--- src/cprl_pkg.sv ---
// Package of constants and types for the user pattern RAM lookup.
package cprl_pkg;

	// ****************************************
	// Memory geometry
	// ****************************************
	localparam int unsigned RAM_DEPTH     = 64;
	localparam int unsigned ADDR_W        = 6;
	localparam int unsigned DATA_W        = 8;
	localparam int unsigned PIX_W         = 5;
	localparam int unsigned ROW_W         = 4;
	localparam int unsigned CODE_W        = 8;
	localparam int unsigned TEXT_ADDR_W   = 7;
	localparam int unsigned TEXT_DEPTH    = 80;

	// ****************************************
	// Row numbers and fonts
	// ****************************************
	localparam logic [3:0] ROW_LAST_TALL  = 4'h a;
	localparam logic [3:0] ROW_LAST_SHORT = 4'h 7;
	localparam logic [3:0] ROW_TOP        = 4'h 0;
	localparam logic [3:0] USER_CODE_HI   = 4'h 0;
	localparam logic [6:0] TEXT_LAST      = 7'h 4f;
	localparam logic [4:0] PIX_CURSOR     = 5'h 1f;
	localparam logic [4:0] PIX_BLANK      = 5'h 00;

	// ****************************************
	// Timing of the display sequence
	// ****************************************
	localparam logic [1:0] SLOT_LAST      = 2'h 3;

	typedef enum logic [1:0] {
		CPRL_PH_TEXT,
		CPRL_PH_PAT,
		CPRL_PH_OUT,
		CPRL_PH_HOST
	} cprl_phase_e;

endpackage : cprl_pkg

--- src/cprl_lookup.sv ---
// Top of the user pattern RAM lookup: display fetch, cursor overlay, host access and timing.
`timescale 1ns/1ps
module cprl_lookup (
	input  wire logic       clk_sys_i,      // System clock, 125 MHz.
	input  wire logic       rst_n_i,        // Asynchronous reset, active low.
	input  wire logic       font_tall_i,    // High selects the eleven-row font.
	input  wire logic       cursor_on_i,    // Cursor display enabled.
	input  wire logic [6:0] cursor_pos_i,   // Character position of the cursor.
	output logic      [6:0] text_addr_o,    // Display text RAM address.
	input  wire logic [7:0] text_code_i,    // Character code, valid the cycle after the address.
	output logic      [7:0] rom_code_o,     // Code passed to the fixed pattern ROM.
	output logic      [3:0] rom_row_o,      // Row passed to the fixed pattern ROM.
	input  wire logic [4:0] rom_pix_i,      // ROM pixels, valid in the same cycle as the code.
	input  wire logic       host_req_i,     // Host access request, one-cycle pulse.
	input  wire logic       host_we_i,      // High for a write.
	input  wire logic [5:0] host_addr_i,    // Host pattern RAM address.
	input  wire logic [7:0] host_wdata_i,   // Host write data.
	output logic            host_busy_o,    // Host access pending.
	output logic            host_done_o,    // Host access finished, one-cycle pulse.
	output logic      [7:0] host_rdata_o,   // Host read data, valid with done.
	output logic      [4:0] pix_o,          // Pixel row of one character.
	output logic            pix_valid_o,    // Pixel row strobe.
	output logic            shift_clk_o,    // Cascade shift strobe.
	output logic            row_latch_o,    // Cascade row latch strobe.
	output logic      [3:0] row_o           // Common row being driven.
);

	// ****************************************
	// Timing generator
	// ****************************************
	cprl_pkg::cprl_phase_e phase;
	logic [6:0]            char_pos;
	logic [6:0]            next_char_pos;
	logic [3:0]            row;
	logic [3:0]            row_last;

	assign row_last      = font_tall_i ? cprl_pkg::ROW_LAST_TALL : cprl_pkg::ROW_LAST_SHORT;
	assign next_char_pos = (char_pos == cprl_pkg::TEXT_LAST) ? 7'h 00 : char_pos + 7'h 01;

	// Every character gets a fixed four-slot frame; the last slot is reserved
	// for the host so display fetches never wait on the host.
	always_ff @(posedge clk_sys_i or negedge rst_n_i) begin
		if (!rst_n_i) begin
			phase    <= cprl_pkg::CPRL_PH_TEXT;
			char_pos <= '0;
			row      <= cprl_pkg::ROW_TOP;
		end else begin
			case (phase)
				cprl_pkg::CPRL_PH_TEXT: phase <= cprl_pkg::CPRL_PH_PAT;
				cprl_pkg::CPRL_PH_PAT:  phase <= cprl_pkg::CPRL_PH_OUT;
				cprl_pkg::CPRL_PH_OUT:  phase <= cprl_pkg::CPRL_PH_HOST;
				cprl_pkg::CPRL_PH_HOST: begin
					phase    <= cprl_pkg::CPRL_PH_TEXT;
					char_pos <= next_char_pos;
					if (char_pos == cprl_pkg::TEXT_LAST) begin
						row <= (row >= row_last) ? cprl_pkg::ROW_TOP : row + 4'h 1;
					end
				end
				default: phase <= cprl_pkg::CPRL_PH_TEXT;
			endcase
		end
	end

	// ****************************************
	// Address formation
	// ****************************************
	function automatic logic [5:0] user_addr(input logic tall, input logic [7:0] code,
		input logic [3:0] r);
		if (tall) begin
			user_addr = {code[2:1], r};
		end else begin
			user_addr = {code[2:0], r[2:0]};
		end
	endfunction : user_addr

	function automatic logic is_user(input logic [7:0] code);
		is_user = (code[7:4] == cprl_pkg::USER_CODE_HI);
	endfunction : is_user

	logic [7:0] code_q;
	logic       cursor_here;

	always_ff @(posedge clk_sys_i or negedge rst_n_i) begin
		if (!rst_n_i) begin
			code_q      <= '0;
			cursor_here <= 1'b0;
		end else if (phase == cprl_pkg::CPRL_PH_PAT) begin
			code_q      <= text_code_i;
			cursor_here <= cursor_on_i && (cursor_pos_i == char_pos);
		end
	end

	// The text code first stands in the pattern slot, so the display read of the
	// pattern RAM takes it straight from the text memory there. Latching it first
	// would cost a slot and push the pixel data past the output slot.
	logic [7:0] disp_code;

	always_comb begin
		disp_code = code_q;
		if (phase == cprl_pkg::CPRL_PH_PAT) begin
			disp_code = text_code_i;
		end
	end

	// ****************************************
	// Host arbitration
	// ****************************************
	logic       pend;
	logic       pend_we;
	logic [5:0] pend_addr;
	logic [7:0] pend_wdata;
	logic       host_slot;
	logic       host_rd_q;

	assign host_slot = (phase == cprl_pkg::CPRL_PH_HOST) && pend;

	// A request is held until the host slot; a second request while one is pending is ignored.
	always_ff @(posedge clk_sys_i or negedge rst_n_i) begin
		if (!rst_n_i) begin
			pend       <= 1'b0;
			pend_we    <= 1'b0;
			pend_addr  <= '0;
			pend_wdata <= '0;
		end else if (host_req_i && !pend) begin
			pend       <= 1'b1;
			pend_we    <= host_we_i;
			pend_addr  <= host_addr_i;
			pend_wdata <= host_wdata_i;
		end else if (host_slot) begin
			pend <= 1'b0;
		end
	end

	logic       ram_we;
	logic [5:0] ram_addr;
	logic [7:0] ram_rdata;

	assign ram_we   = host_slot && pend_we;
	assign ram_addr = (phase == cprl_pkg::CPRL_PH_HOST) ? pend_addr
		: user_addr(font_tall_i, disp_code, row);

	cprl_pattern_ram u_ram (
		.clk_sys_i (clk_sys_i),
		.we_i      (ram_we),
		.addr_i    (ram_addr),
		.wdata_i   (pend_wdata),
		.rdata_o   (ram_rdata)
	);

	always_ff @(posedge clk_sys_i or negedge rst_n_i) begin
		if (!rst_n_i) begin
			host_rd_q    <= 1'b0;
			host_done_o  <= 1'b0;
			host_busy_o  <= 1'b0;
			host_rdata_o <= '0;
		end else begin
			host_rd_q   <= host_slot;
			host_done_o <= host_rd_q;
			// Busy also covers the slot itself, so it falls exactly with the done pulse.
			host_busy_o <= (pend && !host_slot) || (host_req_i && !pend) || host_slot;
			if (host_rd_q) begin
				host_rdata_o <= ram_rdata;
			end
		end
	end

	// ****************************************
	// Display output
	// ****************************************
	logic [4:0] pix_sel;

	// The RAM was read in the pattern slot, so its data is steady in the output slot.
	always_comb begin
		pix_sel = is_user(code_q) ? ram_rdata[4:0] : rom_pix_i;
		if (cursor_here && row == row_last) begin
			pix_sel = pix_sel | cprl_pkg::PIX_CURSOR;
		end
	end

	always_ff @(posedge clk_sys_i or negedge rst_n_i) begin
		if (!rst_n_i) begin
			text_addr_o <= '0;
			rom_code_o  <= '0;
			rom_row_o   <= '0;
			pix_o       <= cprl_pkg::PIX_BLANK;
			pix_valid_o <= 1'b0;
			shift_clk_o <= 1'b0;
			row_latch_o <= 1'b0;
			row_o       <= '0;
		end else begin
			// The address leads by one slot, so the text code stands in the pattern slot.
			text_addr_o <= (phase == cprl_pkg::CPRL_PH_HOST) ? next_char_pos : char_pos;
			rom_code_o  <= text_code_i;
			rom_row_o   <= row;
			pix_valid_o <= (phase == cprl_pkg::CPRL_PH_OUT);
			shift_clk_o <= (phase == cprl_pkg::CPRL_PH_OUT);
			row_latch_o <= (phase == cprl_pkg::CPRL_PH_HOST) && (char_pos == cprl_pkg::TEXT_LAST);
			row_o       <= row;
			if (phase == cprl_pkg::CPRL_PH_OUT) begin
				pix_o <= pix_sel;
			end
		end
	end

endmodule : cprl_lookup

--- src/cprl_pattern_ram.sv ---
// Single-port user pattern RAM, 64 bytes, all eight bits stored.
`timescale 1ns/1ps
module cprl_pattern_ram (
	input  wire logic       clk_sys_i,   // System clock.
	input  wire logic       we_i,        // Write strobe.
	input  wire logic [5:0] addr_i,      // Byte address.
	input  wire logic [7:0] wdata_i,     // Write data.
	output logic      [7:0] rdata_o      // Registered read data.
);

	logic [7:0] mem [cprl_pkg::RAM_DEPTH];

	// Bits 7:5 are kept so the host gets them back unchanged.
	always_ff @(posedge clk_sys_i) begin
		if (we_i) begin
			mem[addr_i] <= wdata_i;
		end
		rdata_o <= mem[addr_i];
	end

endmodule : cprl_pattern_ram

--- config.mk ---
export PLATFORM = sky130hd
export DESIGN_NAME = cprl_lookup
export DESIGN_NICKNAME = d
export VERILOG_FILES = /design/src/cprl_pkg.sv /design/src/cprl_lookup.sv /design/src/cprl_pattern_ram.sv
export SDC_FILE = /design/constraint.sdc
export NUM_CORES = 1
export LEC_CHECK = 0
export BUFFER_PORTS_ARGS = -buffer_cell sky130_fd_sc_hd__clkbuf_2
export CAP_MARGIN = 15
export CORE_ASPECT_RATIO = 0.7
export CORE_MARGIN = 10
export CORE_UTILIZATION = 50
export DETAILED_ROUTE_END_ITERATION = 8
export PLACE_DENSITY = 0.67
export SLEW_MARGIN = 10
export SYNTH_ARGS = -nofsm -noshare
export SYNTH_HDL_FRONTEND = slang
export SYNTH_SLANG_ARGS = --single-unit
export TNS_END_PERCENT = 10
--- constraint.sdc ---
create_clock -name clk_sys_i -period 5.4 [get_ports clk_sys_i]
set_input_delay 1.08 -clock clk_sys_i [delete_from_list [all_inputs] [get_ports clk_sys_i]]
set_output_delay 1.08 -clock clk_sys_i [all_outputs]
set_load 0.05 [all_outputs]
==> flow_metrics.env <==
export IMPL_status="complete, but fails checks"
export IMPL_violations="design-rule violations"
export IMPL_start_kind="flip-flop"
export IMPL_arrival_ns=4.67
export IMPL_fmax_mhz=241.2
export IMPL_path_clk_slew_ns=0.07
export IMPL_portBuffers=80
export IMPL_num_vias=15080
export IMPL_worstSetupPathType="flip-flop to flip-flop"
export IMPL_synth_top_family_by_area="compound AO/OA/AOI/OAI gates"
export IMPL_period_minus_slack_ns=4.146
export IMPL_die_w_microns=276.7
export IMPL_drv_cap=0
export IMPL_drt_iter0_drc=2509
export IMPL_synth_xor_area_frac=0.003798
export IMPL_syn_inst=1547
export IMPL_fin_skew_ns=0.02298
export IMPL_synth_compound_area_frac=0.09788
export IMPL_synth_area_per_cell_sq_um=14.91
export IMPL_syn_to_final_growth_pct=13.15
export IMPL_clk_latency_ns=0.60
export IMPL_synth_seq_cells=587
export IMPL_gp_congestion=0.9663
export IMPL_p_per_area_nw_per_um2=370.0
export IMPL_regArea_sq_um=17220
export IMPL_ys_seq_area_frac=0.7464
export IMPL_start_util=0.5091
export IMPL_syn_area_sq_um=23060
export IMPL_ys_top_cells_by_area="edfxtp_1 67%, dfrtp_1 7.3%, nand2_1 3.8%"
export IMPL_synth_top_area_share=0.6667
export IMPL_hold_viol=0
export IMPL_critPathRequiredTime_ns=5.93
export IMPL_worst_pin_slew_ns=1.238
export IMPL_dp_slack_ns=1.413
export IMPL_wl_per_cell_microns=30.21
export IMPL_post_route_util=0.5760
export IMPL_layout_common_cells="512 x edfxtp_1, 236 x nand2_1, 96 x a21oi_1, 89 x nor2_1, 79 x clkbuf_2"
export IMPL_clkSinkCount=587
export IMPL_drc=1
export IMPL_rows=65
export IMPL_finalSetupViolCount=0
export IMPL_htreeDepth=2
export IMPL_core_region_area_sq_um=45300
export IMPL_slew_violations=0
export IMPL_fill_cells=3483
export IMPL_grt_setup_unrepaired="false"
export IMPL_drive_gt1_frac=0.1832
export IMPL_synthAdderAreaFrac=0.005426
export IMPL_grt_overflow=0
export IMPL_via_per_inst=6.509
export IMPL_hpwl_microns=44140
export IMPL_hold_path_class="flip-flop to flip-flop"
export IMPL_clockRootBuffer="clkbuf_16"
export IMPL_yosys_area_share_simple=0.07677
export IMPL_multi_input_area_sq_um=5420
export IMPL_tns_ns=0
export IMPL_grt_pass1_vias=14510
export IMPL_ant_nets=0
export IMPL_nNetsFinal=1721
export IMPL_cts_made_buffers=51
export IMPL_mostFrequentLayoutCell="edfxtp_1"
export IMPL_end_kind="flip-flop"
export IMPL_cts_resized=0
export IMPL_grt_max_degree=66
export IMPL_post_cts_setup_buffer_count=0
export IMPL_synth_cell_types=66
export IMPL_grt_pass1_wl_microns=101600
export IMPL_synthMuxAreaShare=0.04954
export IMPL_dieArea_sq_um=55250
export IMPL_antenna_found_initial=1
export IMPL_postCtsHoldBufs=0
export IMPL_leakagePower_nw=9.096
export IMPL_drtPass1Iterations=7
export IMPL_post_route_worst_setup_slack_ns=1.254
export IMPL_synth_flop_cell="edfxtp_1"
export IMPL_async_reset_ff_frac=0.1141
export IMPL_io_pins=81
export IMPL_synth_largest_area_cell="edfxtp_1"
export IMPL_post_route_period_util=0.7678
export IMPL_cts_tree="yes"
export IMPL_synth_edf_count=512
export IMPL_diodes=0
export IMPL_track_usage=0.2468
export IMPL_syn_nets=1597
export IMPL_path_max_fanout=56
export IMPL_routed_wl_microns=69990
export IMPL_die_y_microns=199.7
export IMPL_cts_path_max_buffers=3
export IMPL_ys_warn_count=0
export IMPL_p_total_mw=9.653
export IMPL_relSlewSlack=0.1739
export IMPL_peakVddDrop_mv=0.3938
## cells in the mapped netlist (9+ instances only)
| master | number |
|---|---|
| a211oi_1 | 45 |
| a21oi_1 | 96 |
| a221oi_1 | 36 |
| a22oi_1 | 24 |
| a32oi_1 | 10 |
| buf_1 | 9 |
| buf_2 | 49 |
| clkbuf_1 | 18 |
| dfrtp_1 | 67 |
| edfxtp_1 | 512 |
| ha_1 | 10 |
| mux2_2 | 44 |
| mux2i_1 | 40 |
| nand2_1 | 236 |
| nand3_1 | 46 |
| nand4_1 | 10 |
| nor2_1 | 92 |
| o211ai_1 | 19 |
| o21ai_0 | 33 |
| o221ai_1 | 10 |
## registers in the layout, summed over array words and instances (netlist names)
name and count:
text_addr_o 7, row_latch_o 1, shift_clk_o 1, cursor_here 1, pend_wdata 8, code_q 7, phase 2, pix_o 5
pend_addr 6, pend 1, host_rd_q 1, rom_code_o 8, u_ram.mem 512, host_done_o 1, row 4, row_o 4
u_ram.rdata_o 8, host_busy_o 1, host_rdata_o 8, pend_we 1
## through the flow
stage	cell area, sq um	hold slack, ns	instances
after global routing	26090	0.5291	2317
final	26090	0.4850	2317
after floorplan	23060	0.3519	1547
after global placement	24400	0.4485	2220
after CTS	26080	0.4879	2316
after detailed placement	24400	0.4734	2220
## report_power, final
| part | switching [mW] | total [mW] | internal, mW | leakage (nW) |
|---|---|---|---|---|
| Clock | 1.66 | 3.73 | 2.07 | 0.826 |
| Sequential | 0.110 | 5.31 | 5.20 | 5.43 |
| Combinational | 0.489 | 0.607 | 0.117 | 2.84 |
| Total | 2.26 | 9.65 | 7.39 | 9.10 |
## kinds of logic (layout without fill, tap and decap cells)
logic type / Yosys count / in the layout
muxes: 97 / 97
and+or+nand+nor: 421 / 421
buffers and inverters: 94 / 261
xor gates and xnor gates: 10 / 10
AOI/OAI and AO/OA: 328 / 328
DFF: 587 / 587
adders and majority gates: 10 / 10
## final timing paths
path | from | to | slack, ns | cells after the start
max in group asynchronous | rst_n_i | pend_wdata[0] | 3.85 | 2
setup reg to reg | phase[0] | u_ram.rdata_o[5] | 1.25 | 9
min in group asynchronous | rst_n_i | rom_code_o[6] | 0.53 | 1
hold / removal | row[3] | row_o[3] | 0.49 | 0
hold reg to reg | row[3] | row_o[3] | 0.49 | 0
setup / recovery | phase[0] | u_ram.rdata_o[5] | 1.25 | 9
## worst max-delay path, stage by stage, from the launching register on
cell and delay, ns:
dfrtp_1 0.41, ha_1 0.65, mux2_4 0.66, nor2_1 1.00, buf_4 0.37, a22oi_1 0.11
o22ai_1 0.24, o21ai_0 0.11, a21oi_1 0.36, nand4b_1 0.16
## final cells by class
class / count / area share
flip-flops and latches: 587 / 0.6600
multi-input cells: 866 / 0.2077
clock buffers: 69 / 0.05385
repair buffers: 158 / 0.03798
well taps: 603 / 0.02892
clock inverters: 27 / 0.01050
inverters: 7 / 0.001007
## routing by layer
metal  part of all wire  routed length (microns)  vias up  GRT usage
li1                   -                        -     6215          -
met1               0.40                    28310     7505     0.3578
met2               0.42                    29670     1181     0.3500
met3               0.14                     9834      179    0.07717
met4              0.031                     2157        2    0.07391
met5            0.00023                       16        -          0
Power figures use the tool's default switching activity.
